[src/irq_power_params.svh]
/*
 * Offsets, field positions, reset values and address constants for the
 * interrupt mask and power control register bank.
 * Assumes an 8-bit register space reached over the two-wire control port.
 */
`ifndef IRQ_POWER_PARAMS_SVH
`define IRQ_POWER_PARAMS_SVH

// ----------------------------------------------------------------------
// register offsets
// ----------------------------------------------------------------------
`define OFS_EVENT_CORE        8'h06
`define OFS_EVENT_SUPPLY      8'h07
`define OFS_EVENT_INPUTS_LOW  8'h08
`define OFS_EVENT_INPUTS_HIGH 8'h09
`define OFS_IRQ_MASK_CORE     8'h0A
`define OFS_IRQ_MASK_SUPPLY   8'h0B
`define OFS_IRQ_MASK_IN_LOW   8'h0C
`define OFS_IRQ_MASK_IN_HIGH  8'h0D
`define OFS_POWER_DOMAIN_CTRL 8'h0E
`define OFS_SYSTEM_BEHAV_CTRL 8'h0F

// ----------------------------------------------------------------------
// implemented bits and reset values
// ----------------------------------------------------------------------
`define CORE_USED_BITS        8'h19
`define PDC_USED_BITS         8'h7F
`define SBC_USED_BITS         8'h97
`define RST_IRQ_MASK          8'h00
`define RST_POWER_DOMAIN_CTRL 8'h00
`define RST_SYSTEM_BEHAV_CTRL 8'h00

// ----------------------------------------------------------------------
// field positions
// ----------------------------------------------------------------------
`define BIT_EVENTS_HIGH       7
`define BIT_EVENTS_LOW        6
`define BIT_EVENTS_SUPPLY     5
`define BIT_SUPPLY_WAKE       0
`define BIT_PROTECT_SYSTEM    4
`define BIT_STANDBY           3
`define BIT_SYSTEM_TARGET     0
`define BIT_SOFT_START        7
`define BIT_KEY_LOCK          4
`define BIT_RESET_MODE        2
`define BIT_WATCHDOG_SLEEP    1
`define BIT_CHARGER_SELECT    0
`define RESET_EVENT_NO_REL    2'h3

// ----------------------------------------------------------------------
// control port
// ----------------------------------------------------------------------
`define I2C_DEVICE_ADDR       7'h58
`define I2C_LOWEST_ADDR       7'h08
`define I2C_BYTE_BITS         4'h8

`endif

[src/irq_power_pkg.sv]
/*
 * Types used by the two-wire control port of the register bank.
 * Assumes nothing beyond a SystemVerilog package scope.
 */
package irq_power_pkg;

	// one-hot states of the two-wire slave
	typedef enum logic [9:0] {
		ST_IDLE      = 10'h001,
		ST_ADDR      = 10'h002,
		ST_ADDR_ACK  = 10'h004,
		ST_REG       = 10'h008,
		ST_REG_ACK   = 10'h010,
		ST_WDATA     = 10'h020,
		ST_WDATA_ACK = 10'h040,
		ST_RDATA     = 10'h080,
		ST_RDATA_ACK = 10'h100,
		ST_RDATA_NXT = 10'h200
	} i2c_state_t;

endpackage
[src/i2c_register_port.sv]
/*
 * Two-wire slave that turns bus transfers into register strobes.
 * Assumes scl and sda are already synchronous to i_ref_clk and that the
 * clock is much faster than scl.
 */
`timescale 1ns/1ns
`include "irq_power_params.svh"

module i2c_register_port #(
	parameter logic [6:0] DEVICE_ADDR = `I2C_DEVICE_ADDR
) (
	input  wire logic       i_ref_clk,  // system clock
	input  wire logic       i_reset,    // async reset, high
	input  wire logic       i_scl,      // bus clock level
	input  wire logic       i_sda,      // bus data level
	output logic            o_sda_out,  // driven level, always low
	output logic            o_sda_oe,   // high while pulling sda
	output logic            o_wr_stb,   // one-cycle write strobe
	output logic [7:0]      o_reg_addr, // current register pointer
	output logic [7:0]      o_wr_data,  // written byte
	input  wire logic [7:0] i_rd_data   // byte at o_reg_addr
);

	// addresses below the lowest legal one are reserved on the bus
	generate
		if (DEVICE_ADDR < `I2C_LOWEST_ADDR)
		begin : g_bad_addr
			$error("device address lies in the reserved range");
		end
	endgenerate

	// ------------------------------------------------------------------
	// bus conditions
	// ------------------------------------------------------------------
	logic                   scl_r;
	logic                   sda_r;
	irq_power_pkg::i2c_state_t state_r;
	logic [3:0]             bits_r;
	logic [7:0]             shift_r;
	logic                   rw_r;
	logic                   sda_oe_r;
	logic                   wr_stb_r;
	logic [7:0]             wr_data_r;
	logic [7:0]             addr_r;

	// start and stop are sda moves while scl stays high
	wire start_det = scl_r & i_scl & sda_r & ~i_sda;
	wire stop_det  = scl_r & i_scl & ~sda_r & i_sda;
	wire scl_rise  = ~scl_r & i_scl;
	wire scl_fall  = scl_r & ~i_scl;
	wire byte_done = (bits_r == `I2C_BYTE_BITS);
	wire addr_hit  = (shift_r[7:1] == DEVICE_ADDR);

	assign o_sda_out  = 1'b0;
	assign o_sda_oe   = sda_oe_r;
	assign o_wr_stb   = wr_stb_r;
	assign o_wr_data  = wr_data_r;
	assign o_reg_addr = addr_r;

	// ------------------------------------------------------------------
	// transfer sequencer
	// ------------------------------------------------------------------
	// sda changes only on scl falling so the master samples a stable bit
	always_ff @(posedge i_ref_clk or posedge i_reset)
	begin
		if (i_reset)
		begin
			scl_r     <= 1'b1;
			sda_r     <= 1'b1;
			state_r   <= irq_power_pkg::ST_IDLE;
			bits_r    <= 4'h0;
			shift_r   <= 8'h00;
			rw_r      <= 1'b0;
			sda_oe_r  <= 1'b0;
			wr_stb_r  <= 1'b0;
			wr_data_r <= 8'h00;
			addr_r    <= 8'h00;
		end
		else
		begin
			scl_r    <= i_scl;
			sda_r    <= i_sda;
			wr_stb_r <= 1'b0;
			if (start_det)
			begin
				state_r  <= irq_power_pkg::ST_ADDR;
				bits_r   <= 4'h0;
				sda_oe_r <= 1'b0;
			end
			else if (stop_det)
			begin
				state_r  <= irq_power_pkg::ST_IDLE;
				sda_oe_r <= 1'b0;
			end
			else
			begin
				case (state_r)
				irq_power_pkg::ST_ADDR, irq_power_pkg::ST_REG, irq_power_pkg::ST_WDATA:
				begin
					if (scl_rise)
					begin
						shift_r <= {shift_r[6:0], i_sda};
						bits_r  <= bits_r + 4'h1;
					end
					else if (scl_fall && byte_done)
					begin
						bits_r <= 4'h0;
						if (state_r == irq_power_pkg::ST_ADDR)
						begin
							rw_r     <= shift_r[0];
							sda_oe_r <= addr_hit;
							state_r  <= addr_hit ? irq_power_pkg::ST_ADDR_ACK
							                     : irq_power_pkg::ST_IDLE;
						end
						else if (state_r == irq_power_pkg::ST_REG)
						begin
							addr_r   <= shift_r;
							sda_oe_r <= 1'b1;
							state_r  <= irq_power_pkg::ST_REG_ACK;
						end
						else
						begin
							wr_data_r <= shift_r;
							wr_stb_r  <= 1'b1;
							sda_oe_r  <= 1'b1;
							state_r   <= irq_power_pkg::ST_WDATA_ACK;
						end
					end
				end
				irq_power_pkg::ST_ADDR_ACK, irq_power_pkg::ST_RDATA_NXT:
				begin
					if (scl_fall && (rw_r || state_r == irq_power_pkg::ST_RDATA_NXT))
					begin
						shift_r  <= i_rd_data;
						sda_oe_r <= ~i_rd_data[7];
						bits_r   <= 4'h0;
						state_r  <= irq_power_pkg::ST_RDATA;
					end
					else if (scl_fall)
					begin
						sda_oe_r <= 1'b0;
						state_r  <= irq_power_pkg::ST_REG;
					end
				end
				irq_power_pkg::ST_REG_ACK, irq_power_pkg::ST_WDATA_ACK:
				begin
					if (scl_fall)
					begin
						sda_oe_r <= 1'b0;
						bits_r   <= 4'h0;
						state_r  <= irq_power_pkg::ST_WDATA;
						if (state_r == irq_power_pkg::ST_WDATA_ACK)
							addr_r <= addr_r + 8'h01;
					end
				end
				irq_power_pkg::ST_RDATA:
				begin
					if (scl_rise)
						bits_r <= bits_r + 4'h1;
					else if (scl_fall && byte_done)
					begin
						sda_oe_r <= 1'b0;
						state_r  <= irq_power_pkg::ST_RDATA_ACK;
					end
					else if (scl_fall)
					begin
						sda_oe_r <= ~shift_r[6];
						shift_r  <= {shift_r[6:0], 1'b0};
					end
				end
				irq_power_pkg::ST_RDATA_ACK:
				begin
					// a master nack ends the read; ack moves the pointer on
					if (scl_rise && i_sda)
						state_r <= irq_power_pkg::ST_IDLE;
					else if (scl_rise)
					begin
						addr_r  <= addr_r + 8'h01;
						state_r <= irq_power_pkg::ST_RDATA_NXT;
					end
				end
				default:
					state_r <= irq_power_pkg::ST_IDLE;
				endcase
			end
		end
	end

	// ------------------------------------------------------------------
	// checks
	// ------------------------------------------------------------------
	a_write_strobe_ack: assert property (@(posedge i_ref_clk) disable iff (i_reset)
		o_wr_stb |-> o_sda_oe && state_r == irq_power_pkg::ST_WDATA_ACK)
		else $error("write strobe without data acknowledge");

	a_idle_released: assert property (@(posedge i_ref_clk) disable iff (i_reset)
		state_r == irq_power_pkg::ST_IDLE |-> !o_sda_oe)
		else $error("sda held while idle");

endmodule

[src/irq_mask_and_power_control.sv]
/*
 * Event, interrupt mask and power control register bank of a power
 * management device, with its two-wire control port.
 * Assumes event pulses, pins and sequencer status are synchronous to
 * i_ref_clk and that the sequencer acts on the target and mode outputs.
 */
`timescale 1ns/1ns
`include "irq_power_params.svh"

// What this block does
// - interrupt low when unmasked event bit set, outside power-up
// - writing ones clears those event bits
// - interrupt held until all unmasked events cleared or power-up begins
// - core mask bits: sequencer, adc, key
// - supply mask bits seven to zero
// - low input masks, bits 0-2 analog too
// - high input masks, two-wire and pins
// - protect bits freeze domain targets on write
// - standby bit picks partial or full shutdown
// - domain targets from reset, host, pins
// - soft start bit drives converters
// - key lock gates wake, cleared on power-up
// - reset output before shutdown, conditional release
// - watchdog halts in sleep unless enabled
// - charger select steers wake detection

module irq_mask_and_power_control #(
	parameter logic [6:0] DEVICE_ADDR = `I2C_DEVICE_ADDR
) (
	input  wire logic       i_ref_clk,               // 100 MHz clock
	input  wire logic       i_reset,                 // async reset, high
	input  wire logic       i_scl,                   // bus clock level
	input  wire logic       i_sda,                   // bus data level
	output logic            o_sda_out,               // sda drive level
	output logic            o_sda_oe,                // sda pull enable
	input  wire logic [7:0] i_event_core,            // core event pulses
	input  wire logic [7:0] i_event_supply,          // supply event pulses
	input  wire logic [7:0] i_event_inputs_low,      // input 0-7 pulses
	input  wire logic [7:0] i_event_inputs_high,     // input 8-15 pulses
	input  wire logic       i_powerup_active,        // power-up running
	input  wire logic       i_secondary_domain_pin,  // domain pin level
	input  wire logic       i_main_domain_pin,       // domain pin level
	input  wire logic       i_system_domain_pin,     // domain pin level
	input  wire logic       i_power_key_input_n,     // key, low pressed
	input  wire logic       i_key_delay_elapsed,     // key held long
	input  wire logic       i_in_sleep,              // in power-down
	input  wire logic       i_powerdown_start,       // shutdown begins
	input  wire logic       i_leave_sleep,           // power-down left
	input  wire logic [1:0] i_reset_event_setting,   // reset event code
	input  wire logic       i_charger_wake_input,    // charger wake pin
	output logic            o_host_interrupt_line_n, // interrupt, low
	output logic            o_secondary_domain_target, // target state
	output logic            o_main_domain_target,    // target state
	output logic            o_system_domain_target,  // target state
	output logic            o_system_shutdown_req,   // pulse, system off
	output logic            o_partial_shutdown_pointer, // stop partial
	output logic            o_converter_soft_start,  // buck soft start
	output logic            o_key_wake_lock,         // lock active
	output logic            o_half_current_sleep,    // low power sleep
	output logic            o_key_wake_request,      // wake by key
	output logic            o_system_reset_output_n, // reset, low
	output logic            o_watchdog_run,          // watchdog runs
	output logic            o_charger_input_select   // wake source
);

	// ------------------------------------------------------------------
	// control port
	// ------------------------------------------------------------------
	logic       wr_stb;
	logic [7:0] reg_addr;
	logic [7:0] wr_data;
	logic [7:0] rd_data;

	i2c_register_port #(
		.DEVICE_ADDR (DEVICE_ADDR)
	) u_port (
		.i_ref_clk  (i_ref_clk),
		.i_reset    (i_reset),
		.i_scl      (i_scl),
		.i_sda      (i_sda),
		.o_sda_out  (o_sda_out),
		.o_sda_oe   (o_sda_oe),
		.o_wr_stb   (wr_stb),
		.o_reg_addr (reg_addr),
		.o_wr_data  (wr_data),
		.i_rd_data  (rd_data)
	);

	// ------------------------------------------------------------------
	// storage
	// ------------------------------------------------------------------
	logic [7:0] event_r [4];
	logic [7:0] mask_r  [4];
	logic [7:0] pdc_r;
	logic [7:0] sbc_r;
	logic [2:0] pin_r;
	logic       chg_r;
	logic       irq_n_r;
	logic       shut_req_r;
	logic       rst_n_r;
	logic       wake_req_r;
	logic       wdog_r;

	// ------------------------------------------------------------------
	// decode
	// ------------------------------------------------------------------
	wire pdc_wr = wr_stb && (reg_addr == `OFS_POWER_DOMAIN_CTRL);
	wire sbc_wr = wr_stb && (reg_addr == `OFS_SYSTEM_BEHAV_CTRL);

	// the wake edge polarity follows the selected source
	wire chg_rise   = i_charger_wake_input & ~chg_r;
	wire chg_fall   = ~i_charger_wake_input & chg_r;
	wire chg_detect = sbc_r[`BIT_CHARGER_SELECT] ? chg_fall : chg_rise;

	wire [7:0] supply_set = i_event_supply | {7'h00, chg_detect};
	wire [7:0] set_vec [4];
	assign set_vec[0] = i_event_core & `CORE_USED_BITS;
	assign set_vec[1] = supply_set;
	assign set_vec[2] = i_event_inputs_low;
	assign set_vec[3] = i_event_inputs_high;

	wire [3:0] unmasked;
	wire [7:0] event_nxt [4];
	wire [7:0] mask_nxt  [4];

	// per event register: write-one clear, set wins, mask stored
	genvar g;
	generate
		for (g = 0; g < 4; g++)
		begin : g_event
			wire ev_wr = wr_stb && (reg_addr == (`OFS_EVENT_CORE + 8'(g)));
			wire mk_wr = wr_stb && (reg_addr == (`OFS_IRQ_MASK_CORE + 8'(g)));
			wire [7:0] used = (g == 0) ? `CORE_USED_BITS : 8'hFF;
			assign event_nxt[g] = (event_r[g] & ~(ev_wr ? wr_data : 8'h00))
			                      | set_vec[g];
			assign mask_nxt[g]  = mk_wr ? (wr_data & used) : mask_r[g];
			assign unmasked[g]  = |(event_r[g] & ~mask_r[g]);
		end
	endgenerate

	wire [7:0] core_view = {|{event_r[3], event_r[2], event_r[1]},
	                        |{event_r[2], event_r[1]}, |event_r[1], event_r[0][4:0]};

	// write-protect bits taken from the same write that carries targets
	wire [2:0] domain_pin  = {i_secondary_domain_pin, i_main_domain_pin,
	                          i_system_domain_pin};
	wire [2:0] pin_change  = domain_pin ^ pin_r;
	wire [2:0] host_target = pdc_wr ? ((wr_data[2:0] & ~wr_data[6:4])
	                         | (pdc_r[2:0] & wr_data[6:4])) : pdc_r[2:0];
	wire [2:0] target_nxt  = (host_target & ~pin_change)
	                         | (domain_pin & pin_change);
	wire [7:0] pdc_nxt     = {1'b0, pdc_wr ? wr_data[6:3] : pdc_r[6:3], target_nxt};

	// hardware clear of the key lock during power-up beats a host write
	wire [7:0] sbc_w   = sbc_wr ? (wr_data & `SBC_USED_BITS) : sbc_r;
	wire [7:0] sbc_nxt = sbc_w & ~({7'h00, i_powerup_active} << `BIT_KEY_LOCK);

	wire sys_off = pdc_r[`BIT_SYSTEM_TARGET] & ~pdc_nxt[`BIT_SYSTEM_TARGET];
	wire release_ok = (i_reset_event_setting < `RESET_EVENT_NO_REL);
	wire key_ok = sbc_r[`BIT_KEY_LOCK] ? i_key_delay_elapsed : 1'b1;

	// ------------------------------------------------------------------
	// read mux
	// ------------------------------------------------------------------
	assign rd_data = (reg_addr == `OFS_EVENT_CORE)        ? core_view :
	                 (reg_addr == `OFS_EVENT_SUPPLY)      ? event_r[1] :
	                 (reg_addr == `OFS_EVENT_INPUTS_LOW)  ? event_r[2] :
	                 (reg_addr == `OFS_EVENT_INPUTS_HIGH) ? event_r[3] :
	                 (reg_addr == `OFS_IRQ_MASK_CORE)     ? mask_r[0] :
	                 (reg_addr == `OFS_IRQ_MASK_SUPPLY)   ? mask_r[1] :
	                 (reg_addr == `OFS_IRQ_MASK_IN_LOW)   ? mask_r[2] :
	                 (reg_addr == `OFS_IRQ_MASK_IN_HIGH)  ? mask_r[3] :
	                 (reg_addr == `OFS_POWER_DOMAIN_CTRL) ? pdc_r :
	                 (reg_addr == `OFS_SYSTEM_BEHAV_CTRL) ? sbc_r : 8'h00;

	// ------------------------------------------------------------------
	// registers
	// ------------------------------------------------------------------
	// events and masks
	always_ff @(posedge i_ref_clk or posedge i_reset)
	begin
		if (i_reset)
		begin
			for (int i = 0; i < 4; i++)
			begin
				event_r[i] <= 8'h00;
				mask_r[i]  <= `RST_IRQ_MASK;
			end
		end
		else
		begin
			for (int i = 0; i < 4; i++)
			begin
				event_r[i] <= event_nxt[i];
				mask_r[i]  <= mask_nxt[i];
			end
		end
	end

	// controls and pin history
	always_ff @(posedge i_ref_clk or posedge i_reset)
	begin
		if (i_reset)
		begin
			pdc_r <= `RST_POWER_DOMAIN_CTRL;
			sbc_r <= `RST_SYSTEM_BEHAV_CTRL;
			pin_r <= 3'h0;
			chg_r <= 1'b0;
		end
		else
		begin
			pdc_r <= pdc_nxt;
			sbc_r <= sbc_nxt;
			pin_r <= domain_pin;
			chg_r <= i_charger_wake_input;
		end
	end

	// interrupt line, held off during power-up
	always_ff @(posedge i_ref_clk or posedge i_reset)
	begin
		if (i_reset)
			irq_n_r <= 1'b1;
		else
			irq_n_r <= ~((|unmasked) & ~i_powerup_active);
	end

	// sequencer requests
	always_ff @(posedge i_ref_clk or posedge i_reset)
	begin
		if (i_reset)
		begin
			shut_req_r <= 1'b0;
			rst_n_r    <= 1'b1;
			wake_req_r <= 1'b0;
			wdog_r     <= 1'b1;
		end
		else
		begin
			shut_req_r <= sys_off;
			if (i_powerdown_start && sbc_r[`BIT_RESET_MODE])
				rst_n_r <= 1'b0;
			else if (i_leave_sleep && release_ok)
				rst_n_r <= 1'b1;
			wake_req_r <= i_in_sleep & ~i_power_key_input_n & key_ok;
			wdog_r     <= ~i_in_sleep | sbc_r[`BIT_WATCHDOG_SLEEP];
		end
	end

	assign o_host_interrupt_line_n    = irq_n_r;
	assign o_secondary_domain_target  = pdc_r[2];
	assign o_main_domain_target       = pdc_r[1];
	assign o_system_domain_target     = pdc_r[`BIT_SYSTEM_TARGET];
	assign o_system_shutdown_req      = shut_req_r;
	assign o_partial_shutdown_pointer = pdc_r[`BIT_STANDBY];
	assign o_converter_soft_start     = sbc_r[`BIT_SOFT_START];
	assign o_key_wake_lock            = sbc_r[`BIT_KEY_LOCK];
	assign o_half_current_sleep       = ~sbc_r[`BIT_KEY_LOCK];
	assign o_key_wake_request         = wake_req_r;
	assign o_system_reset_output_n    = rst_n_r;
	assign o_watchdog_run             = wdog_r;
	assign o_charger_input_select     = sbc_r[`BIT_CHARGER_SELECT];

	// ------------------------------------------------------------------
	// checks
	// ------------------------------------------------------------------
	a_irq_follows_events: assert property (@(posedge i_ref_clk) disable iff (i_reset)
		((|unmasked) && !i_powerup_active) |=> !o_host_interrupt_line_n)
		else $error("interrupt not raised for unmasked event");

	a_irq_held_set: assert property (@(posedge i_ref_clk) disable iff (i_reset)
		(!o_host_interrupt_line_n && (|unmasked) && !i_powerup_active)
		|=> !o_host_interrupt_line_n)
		else $error("interrupt released with events pending");

	a_clear_exact_bits: assert property (@(posedge i_ref_clk) disable iff (i_reset)
		(wr_stb && reg_addr == `OFS_EVENT_SUPPLY && set_vec[1] == 8'h00)
		|=> event_r[1] == ($past(event_r[1]) & ~$past(wr_data)))
		else $error("event clear touched wrong bits");

	// masked core events must still land in their event bits
	a_masked_recorded: assert property (@(posedge i_ref_clk) disable iff (i_reset)
		(|(set_vec[0] & mask_r[0]))
		|=> ((event_r[0] & $past(set_vec[0])) == $past(set_vec[0])))
		else $error("masked event not recorded");

	a_protect_target: assert property (@(posedge i_ref_clk) disable iff (i_reset)
		(pdc_wr && wr_data[`BIT_PROTECT_SYSTEM] && !pin_change[0])
		|=> o_system_domain_target == $past(o_system_domain_target))
		else $error("protected system target changed");

	a_shutdown_pulse: assert property (@(posedge i_ref_clk) disable iff (i_reset)
		$fell(o_system_domain_target) |-> o_system_shutdown_req)
		else $error("no shutdown request on system target fall");

	a_key_lock_clear: assert property (@(posedge i_ref_clk) disable iff (i_reset)
		i_powerup_active |=> !o_key_wake_lock)
		else $error("key lock not cleared by power-up");

	a_reset_assert: assert property (@(posedge i_ref_clk) disable iff (i_reset)
		(i_powerdown_start && sbc_r[`BIT_RESET_MODE]) |=> !o_system_reset_output_n)
		else $error("reset output not asserted before shutdown");

	// only a leave-sleep pulse may lift the reset output again
	a_reset_held: assert property (@(posedge i_ref_clk) disable iff (i_reset)
		(!o_system_reset_output_n && !i_leave_sleep) |=> !o_system_reset_output_n)
		else $error("reset output released without leave-sleep");

	a_watchdog_sleep: assert property (@(posedge i_ref_clk) disable iff (i_reset)
		(i_in_sleep && !sbc_r[`BIT_WATCHDOG_SLEEP]) |=> !o_watchdog_run)
		else $error("watchdog ran in sleep while disabled");

	a_charger_edge: assert property (@(posedge i_ref_clk) disable iff (i_reset)
		(o_charger_input_select && chg_fall) |=> event_r[1][`BIT_SUPPLY_WAKE])
		else $error("charger wake edge missed");

endmodule

[config.mk]
export PLATFORM = sky130hd
export DESIGN_NAME = irq_mask_and_power_control
export DESIGN_NICKNAME = d
export VERILOG_FILES = /design/src/irq_power_pkg.sv /design/src/i2c_register_port.sv /design/src/irq_mask_and_power_control.sv
export VERILOG_INCLUDE_DIRS = /design/src
export SDC_FILE = /design/constraint.sdc
export NUM_CORES = 1
export LEC_CHECK = 0
export BUFFER_PORTS_ARGS = -buffer_cell sky130_fd_sc_hd__buf_2
export CAP_MARGIN = 30
export CORE_MARGIN = 3
export CORE_UTILIZATION = 63
export DETAILED_ROUTE_END_ITERATION = 8
export MAX_ROUTING_LAYER = met4
export PLACE_DENSITY = 0.87
export SYNTH_ARGS = -nofsm -noshare
export SYNTH_HDL_FRONTEND = slang
export SYNTH_HIERARCHICAL = 1
export SYNTH_SLANG_ARGS = --single-unit
export TNS_END_PERCENT = 5
[constraint.sdc]
create_clock -name i_ref_clk -period 8.2 [get_ports i_ref_clk]
set_input_delay 2.05 -clock i_ref_clk [delete_from_list [all_inputs] [get_ports i_ref_clk]]
set_output_delay 2.05 -clock i_ref_clk [all_outputs]
set_load 0.03 [all_outputs]
==> results.cfg, run 1 <==
[drt]
wl_um = 21200
wl_per_cell_um = 23.4
highest-signal-layer = met4
initialDrtViolationCount = 878
viasPerCell = 6.73
drt-met1-wl_um = 9110
drc = 0
ant_nets = 0
dr_wl_met2_um = 9280
first_pass_iters = 6
dr_wl_met3_um = 2130
routed-via-count = 6086

[global_routing]
grt_pass1_vias = 5880
antenna_found_initial = 0
track_usage = 0.359
grt_overflow_total = 0
grt_max_degree = 81
grt_pass1_wl_um = 33400

[power]
p_sw_mw = 0.406
p_seq_frac = 0.409
ir_drop_mv = 0.187
intPower_mw = 1.17
leakage_nw = 3.57
clkPwrFrac = 0.487
power-per-cell-area_nw_per_um2 = 199
power_mw = 1.58
combPwrFrac = 0.103
swShare = 0.257

[synthesis]
synth.net_count = 764
synth_top_family_by_area = simple AND/OR/NAND/NOR gates
synth_edf_count = 0
synthAdderAreaFrac = 0.00965
synth_most_common_cell = dfrtp_1
synth_cells = 713
synth_area_um2 = 7000
ys_ff_latch = 123
yosys_most_used_dff = dfrtp_1
async_reset_ff_frac = 1.00
muxShareOfSynthArea = 0.131
synth_area_per_cell_um2 = 9.82
synth_top_area_share = 0.418
yosys.area_share.simple = 0.186
synth-compound-area-share = 0.172
synth_xor_area_frac = 0.00625
yosys.area.top_type = dfrtp_1
synth_commonest_cells = 117 x dfrtp_1, 63 x nand2_1, 54 x mux2_2
synthDistinctLibCells = 81
ys_seq_area_frac = 0.441
synth_area_leaders = dfrtp_1 42%, mux2_2 8.7%, nand2_1 3.4%, a21oi_1 3.1%, mux2i_1 2.7%
yosysWarnings = 6

[critical_path]
critPathMaxFanout = 14
path_cells = buf_2 > nand2b_1 > nor2_1 > a32oi_1 > a211oi_2 > a21oi_1 > a21oi_1
r2r_setup_slack_ns = 5.25
crit_top_cell = a21oi_1
crit_slowest_cell = a211oi_2
end_kind = register
r2r_start = u_port/o_reg_addr[5]
r2r-end = u_port/shift_r[5]
start_kind = input port
worstPathRequired_ns = 8.65
crit_type = in2reg
startpoint = i_scl
worst_path_largest_cell_delay_ns = 0.69
r2r_cells = 7
crit_arrival_ns = 4.08
crit_end = u_port/o_reg_addr[4]

[status]
outcome = completed

[sta]
rsz0062_at_grt = no
maxSlewHeadroom = 0.358
worst_pin_slew_ns = 0.956
fin_tns_setup_ns = 0
setup_viol = 0
slew_viol_final = 0
post-route-min-period_ns = 3.63
finalHoldViolations = 0
fin_skew_ns = 0.0106
min_period_over_period = 0.443
max_freq_ghz = 0.275

[floorplan]
die-height_um = 111
pin_count = 63
start_util = 0.664
coreArea_um2 = 10600
die-area_um2 = 12400
row_count = 37
fp.dieW_um = 111

[placed_design]
post_dp_cell_area_um2 = 7290
gp_congestion = 1.00
io_buffer_count = 56
hpwl_um = 14700

[clock_tree]
clock_sinks = 123
clk-insertion-delay-late_ns = 0.54
post_cts_buffers = 0
clkTransAtPathRegs_ns = 0.06
hold_buffers = 0
root_buffer = clkbuf_8
htreeDepth = 4
cts_buffer_depth = 2
cts_tree = yes
cts_made_buffers = 17
cts_resized = 0

[layout]
diodes = 0
fin_area_um2 = 7930
drive_gt1_frac = 0.247
areaGrowthSynthToFinish_pct = 13.2
layout.nets = 806
fillers = 719

[worst_hold_path]
hold_path_class = reg2reg

[flow_run]
maxCapViolations = 0
## power by group through the flow
stage / logic (mW) / registers [mW] / clock network [mW]
6_report: 0.163 / 0.646 / 0.769
5_1_grt: 0.176 / 0.648 / 0.804
4_1_cts: 0.159 / 0.646 / 0.773
3_5_place_dp: 0.156 / 0.656 / 0
3_3_place_gp: 0.153 / 0.654 / 0
2_1_floorplan: 0.112 / 0.653 / 0
## state kept, by name (all words and copies together), names as in the netlist, 3 cells and up, named ones only
| name | cells |
|---|---|
| pin_r | 3 |
| u_port/shift_r | 8 |
| sbc_r | 5 |
| u_port/o_wr_data | 8 |
| u_port/o_reg_addr | 8 |
| u_port/bits_r | 4 |
| event_r | 27 |
| mask_r | 27 |
| core_view | 5 |
| pdc_r | 5 |
| u_port/state_r | 10 |
## metrics by stage
stage | hold slack, ns | util | cells | setup WS [ns]
after floorplan | 0.396 | - | 713 | 4.10
after global routing | 0.481 | 0.751 | 904 | 4.39
after detailed placement | 0.443 | 0.691 | 871 | 4.12
after global placement | 0.421 | 0.691 | 871 | 4.16
after CTS | 0.450 | 0.749 | 903 | 4.63
final | 0.450 | 0.751 | 904 | 4.57
## final cells by class
type                       count  area [µm²]  area share
tap                          136         170      0.0215
timing repair buffer          62         345      0.0436
sequential                   123        3090       0.389
inverter                      46         174      0.0219
clock buffer                  22         473      0.0596
clock inverter                10         139      0.0175
multi-input combinational    505        3540       0.447
## how the worst min path moves through the flow
stage | end | startpoint | cells past startpoint
after global placement | o_system_reset_output_n | sbc_r[2] | 1
after CTS | o_system_reset_output_n | sbc_r[2] | 1
final | o_system_reset_output_n | sbc_r[2] | 1
after detailed placement | o_system_reset_output_n | sbc_r[2] | 1
after global routing | o_system_reset_output_n | sbc_r[2] | 1
after floorplan | o_system_reset_output_n | sbc_r[2] | 1
## critical path, delay by kind of cell
family | cells | cell delay, ns
AOI/OAI and AO/OA | 4 | 1.26
buffers and inverters | 1 | 0.14
and+or+nand+nor | 2 | 0.63
## metal layers
metal,vias up,global-route usage
met4,0,0.127
met3,59,0.0951
met5,-,-
met1,2994,0.508
met2,374,0.502
li1,2659,-
## cells in the final DEF (no fill, tap or decap), types with 7 or more instances in the layout
cell type,instances
mux2_2,54
o22ai_1,14
o21ai_0,27
nand2_1,63
nor3_1,18
and3_1,11
mux2_4,8
dfrtp_1,117
mux2i_1,19
a21oi_1,43
a221oi_1,7
nor2_1,42
nor2b_1,10
nand2b_1,15
nand3_1,11
buf_2,56
a21o_1,25
clkbuf_16,16
nor4_1,10
inv_1,45
## logic make-up after synthesis
kind of cell,after synthesis
multiplexers,81
flip-flops,123
AO/OA/AOI/OAI,176
other,1
AND/OR/NAND/NOR,236
XOR/XNOR,5
adder cells (fa/ha/maj),6
buffers and inverters,85
Note: power is estimated with default switching activity, not from simulation.
==> run 2, diff against run 1 <==
Settings changed: ABC_AREA set to 1, CORE_UTILIZATION 63 to 54, PLACE_DENSITY 0.87 to 0.79.
Clock period 8.2 ns to 3.2 ns, I/O delays scaled along.
==> run 2 against run 1 <==
First-iteration DRC count fell by 38%. Highest routed layer unchanged. Sequential cell count stayed put. Critical path depth grew 7. Clock skew hardly changed. Critical path type is now reg2reg. Wire length decreased by 11%. Largest power group unchanged. Synthesized cell count is 33% higher.
==> results.cfg, run 2 <==
[synthesis]
ys_ff_latch = 123
synth_area_leaders = dfrtp_1 41%, nand2_1 13%, inv_1 7.4%, nor2_1 4.7%, nand3_1 4.0%
synth_area_um2 = 7180
ys_seq_area_frac = 0.430
synth_edf_count = 0
synth.net_count = 1001
synth_most_common_cell = nand2_1
synthDistinctLibCells = 50
yosysWarnings = 6
yosys.area.top_type = dfrtp_1
synth_area_per_cell_um2 = 7.55
synth_commonest_cells = 244 x nand2_1, 141 x inv_1, 117 x dfrtp_1
synth_top_area_share = 0.408
async_reset_ff_frac = 1.00
synth_cells = 950
yosys_most_used_dff = dfrtp_1

[power]
leakage_nw = 4.43
power_mw = 4.25
ir_drop_mv = 0.340
power-per-cell-area_nw_per_um2 = 518

[clock_tree]
cts_made_buffers = 17
cts_tree = yes
root_buffer = clkbuf_16
post_cts_buffers = 0
clock_sinks = 123
clkTransAtPathRegs_ns = 0.06
cts_buffer_depth = 2
hold_buffers = 0
clk-insertion-delay-late_ns = 0.43
htreeDepth = 4
cts_resized = 0

[worst_hold_path]
hold_path_class = in2async

[drt]
wl_per_cell_um = 15.7
routed-via-count = 6449
viasPerCell = 5.38
initialDrtViolationCount = 541
first_pass_iters = 6
wl_um = 18800
ant_nets = 0
drc = 0

[global_routing]
track_usage = 0.274
grt_pass1_vias = 6321
grt_pass1_wl_um = 30700
grt_overflow_total = 0
antenna_found_initial = 0
grt_max_degree = 63

[critical_path]
r2r_cells = 14
worstPathRequired_ns = 3.51
crit_arrival_ns = 2.68
crit_end = u_port/o_sda_oe
r2r_setup_slack_ns = 0.83
r2r_start = u_port/o_reg_addr[7]
end_kind = register
startpoint = u_port/o_reg_addr[7]
start_kind = register
critPathMaxFanout = 23
crit_type = reg2reg
r2r-end = u_port/o_sda_oe

[sta]
post-route-min-period_ns = 2.37
finalHoldViolations = 0
worst_slack_ns = 0.829
worst_pin_slew_ns = 0.601
fin_tns_setup_ns = 0
slew_viol_final = 0
rsz0062_at_grt = no
maxSlewHeadroom = 0.600
hold-worst-slack_ns = 0.340
min_period_over_period = 0.741
max_freq_ghz = 0.422
setup_viol = 0
fin_skew_ns = 0.0110

[layout]
biggestRegsByFlops = event_r: 27 flops, mask_r: 27 flops, u_port/state_r: 10 flops
fin_area_um2 = 8200
final_core_utilization = 0.639
diodes = 0
layout_commonest_cell = nand2_1
areaGrowthSynthToFinish_pct = 14.3
final_cell_mix = 244 x nand2_1, 139 x inv_1, 117 x dfrtp_1
stdcell_count = 1198
drive_gt1_frac = 0.184
layout.nets = 1064

[floorplan]
fp.dieW_um = 121
start_util = 0.560
row_count = 41
die-area_um2 = 14700
die-height_um = 121
pin_count = 63
coreArea_um2 = 12800

[placed_design]
gp_congestion = 0.938
io_buffer_count = 56
place_ws_ns = 0.809
hpwl_um = 13300
post_dp_cell_area_um2 = 7580
dp.cells = 1166

[flow_run]
maxCapViolations = 0

[status]
outcome = completed
run 2: cells by family after synthesis:
logic type,synth area share
xor gates and xnor gates,0.00732
other,0.000523
DFF,0.430
and+or+nand+nor,0.323
AOI/OAI and AO/OA,0.128
adders and majority gates,0.00680
buffers and inverters,0.104
run 2: routing by layer:
| layer | global-route usage | part of all wire | up-vias |
|---|---|---|---|
| li1 | - | - | 3143 |
| met1 | 0.329 | 0.41 | 3006 |
| met2 | 0.451 | 0.49 | 246 |
| met3 | 0.0583 | 0.059 | 54 |
| met4 | 0.118 | 0.042 | 0 |
| met5 | - | 0 | - |
run 2: critical path, cell delays in order, from the launching register on:
cell and delay, ns:
dfrtp_1 0.40, nor2_2 0.16, nand2_4 0.13, inv_4 0.22, nand2_1 0.12, nor2_2 0.39
a21oi_1 0.11, nand2_1 0.10, nand2_1 0.07, nand3_1 0.14, nand3_1 0.10, nand3_1 0.09
nand3_1 0.08, nand3_1 0.09, nand2_1 0.05
run 2: how the worst min path moves through the flow:
stage	start	endpoint	slack, ns	cells after the start
floorplan	sbc_r[2]	o_system_reset_output_n	0.41	1
global placement	sbc_r[2]	o_system_reset_output_n	0.44	1
detailed placement	sbc_r[2]	o_system_reset_output_n	0.46	1
CTS	i_reset	event_r[21]	0.35	2
global route	i_reset	event_r[18]	0.37	2
finish	i_reset	event_r[19]	0.34	2
run 2: cell type report:
type | count | area (µm²)
clock inverters | 10 | 138
flip-flops and latches | 123 | 3090
clock buffers | 22 | 484
repair buffers | 59 | 315
fillers | 1150 | 4630
well taps | 172 | 215
inverters | 159 | 618
multi-input cells | 653 | 3340
run 2: where the power goes:
| part | switching (mW) | leakage (nW) | internal, mW |
|---|---|---|---|
| combinational | 0.326 | 2.70 | 0.159 |
| clock | 0.710 | 0.303 | 1.31 |
| sequential | 0.115 | 1.43 | 1.63 |
==> run 3, diff against run 2 <==
Settings changed: ABC_AREA 1 to 0.
Clock period 3.2 ns to 2.15 ns, I/O delays scaled along.
==> run 3 against run 2 <==
The flow now finishes with violations (setup timing). Via count up 2.9%. Die area down 2.3%. Wire length grew 24%. Design area rose by 12%. Critical path type unchanged. Largest power group unchanged.
==> results.cfg, run 3 (same netlist as run 1, synthesis figures left out) <==
[power]
leakage_nw = 4.26
p_seq_frac = 0.385
ir_drop_mv = 0.686
combPwrFrac = 0.153
power-per-cell-area_nw_per_um2 = 689
p_sw_mw = 1.70
clkPwrFrac = 0.461
swShare = 0.268
intPower_mw = 4.64

[critical_path]
crit_arrival_ns = 2.63
end_kind = register
startpoint = u_port/o_reg_addr[4]
start_kind = register
crit_type = reg2reg
r2r_start = u_port/o_reg_addr[4]
critPathMaxFanout = 4
r2r_cells = 6
worstPathRequired_ns = 2.46

[drt]
drc = 0
viasPerCell = 6.22
initialDrtViolationCount = 758
routed-via-count = 6639
ant_nets = 0
first_pass_iters = 7
wl_um = 23400
wl_per_cell_um = 21.9

[clock_tree]
clock_sinks = 123
hold_buffers = 0
cts_tree = yes
clkTransAtPathRegs_ns = 0.06
htreeDepth = 4
root_buffer = clkbuf_16
clk-insertion-delay-late_ns = 0.42
cts_made_buffers = 17
cts_buffer_depth = 2

[layout]
layout.nets = 937
final_core_utilization = 0.745
biggestRegsByFlops = event_r: 27 flops, mask_r: 27 flops, u_port/state_r: 10 flops
final_cell_mix = 128 x buf_4, 114 x dfrtp_1, 62 x nand2_1
layout_commonest_cell = buf_4
fin_area_um2 = 9210
fillers = 896
drive_gt1_frac = 0.399
areaGrowthSynthToFinish_pct = 31.5

[global_routing]
use_met2 = 0.478
met1_usage = 0.485
grt_overflow_total = 0
grt_pass1_wl_um = 36000
grt_max_degree = 48
top_usage_layer = met1
grt_pass1_vias = 6524
track_usage = 0.340
antenna_found_initial = 1
met3_usage = 0.0961

[sta]
setup_viol = 16
hold-worst-slack_ns = 0.0888
maxSlewHeadroom = 0.575
worst_slack_ns = -0.173
post-route-min-period_ns = 2.32
worst_pin_slew_ns = 0.637
min_period_over_period = 1.08
slew_viol_final = 0
finalHoldViolations = 0
max_freq_ghz = 0.430
rsz0062_at_grt = yes
fin_tns_setup_ns = -1.03
fin_skew_ns = 0.00619

[floorplan]
die-area_um2 = 14400
pin_count = 63
start_util = 0.567
die-height_um = 120
row_count = 40
coreArea_um2 = 12400
fp.dieW_um = 120

[flow_run]
maxCapViolations = 0

[status]
violations = setup timing
outcome = finished with violations

[placed_design]
gp_congestion = 0.993
post_dp_cell_area_um2 = 8360
io_buffer_count = 56
hpwl_um = 17800

[worst_hold_path]
hold_path_class = in2async
[run 3: changes by cell type in the layout (fill, tap and decap cells not counted), sizes merged, moves of 21 or more]
cell,previous run,this run
a21oi,22,43
o21bai,30,0
mux2,0,62
o21ai,90,29
a21o,0,25
nor2,114,45
inv,157,46
nand3,68,15
buf,59,193
nand2,268,66
[run 3: per-layer routing]
layer  up-vias  part of all wire
li1       2924                 -
met1      3284              0.43
met2       388              0.43
met3        43              0.11
met4         0             0.020
met5         -                 0
[run 3: repair_timing]
item	CTS	global route
setup endpoints to repair	31	46
pin swaps	12	6
resized for setup	27	28
setup buffers	1	3
[run 3: cell type report]
| cell class | count | area (µm²) | area share |
|---|---|---|---|
| clock buffers | 18 | 429 | 0.0466 |
| multi-input cells | 505 | 3740 | 0.406 |
| diodes | 1 | 2.50 | 0.000272 |
| flip-flops and latches | 123 | 3090 | 0.335 |
| clock inverters | 14 | 174 | 0.0189 |
| well taps | 168 | 210 | 0.0228 |
| repair buffers | 193 | 1390 | 0.151 |
| inverters | 46 | 176 | 0.0192 |
[run 3: power by group through the flow]
stage,registers (mW),clock network (mW),logic (mW)
2_1_floorplan,2.49,0,0.426
3_3_place_gp,2.48,0,0.848
3_5_place_dp,2.48,0,0.867
4_1_cts,2.44,2.94,0.904
5_1_grt,2.45,3.05,1.04
6_report,2.44,2.93,0.973
[run 3: final timing paths]
check / to / slack [ns]
min reg2reg: o_system_reset_output_n / 0.48
max reg2reg: u_port/shift_r[0] / -0.17
min: mask_r[10] / 0.09
max: u_port/shift_r[0] / -0.17
min in group i_ref_clk: pin_r[1] / 0.24
max in group asynchronous: u_port/o_reg_addr[1] / 1.33
[run 3: critical path, stage by stage (launching register included)]
cell,delay [ns]
dfrtp_1,0.42
or4_4,0.59
or4_4,0.44
a21oi_2,0.15
o22ai_2,0.10
a22o_1,0.25
mux2_4,0.26
[run 3: through the flow]
stage / std cells / power, mW / setup WS, ns
3_3_place_gp: 1031 / 3.33 / -0.216
3_5_place_dp: 1031 / 3.35 / -0.288
5_1_grt: 1068 / 6.54 / -0.229
2_1_floorplan: 713 / 2.92 / -0.119
6_report: 1068 / 6.35 / -0.173
4_1_cts: 1064 / 6.29 / -0.176
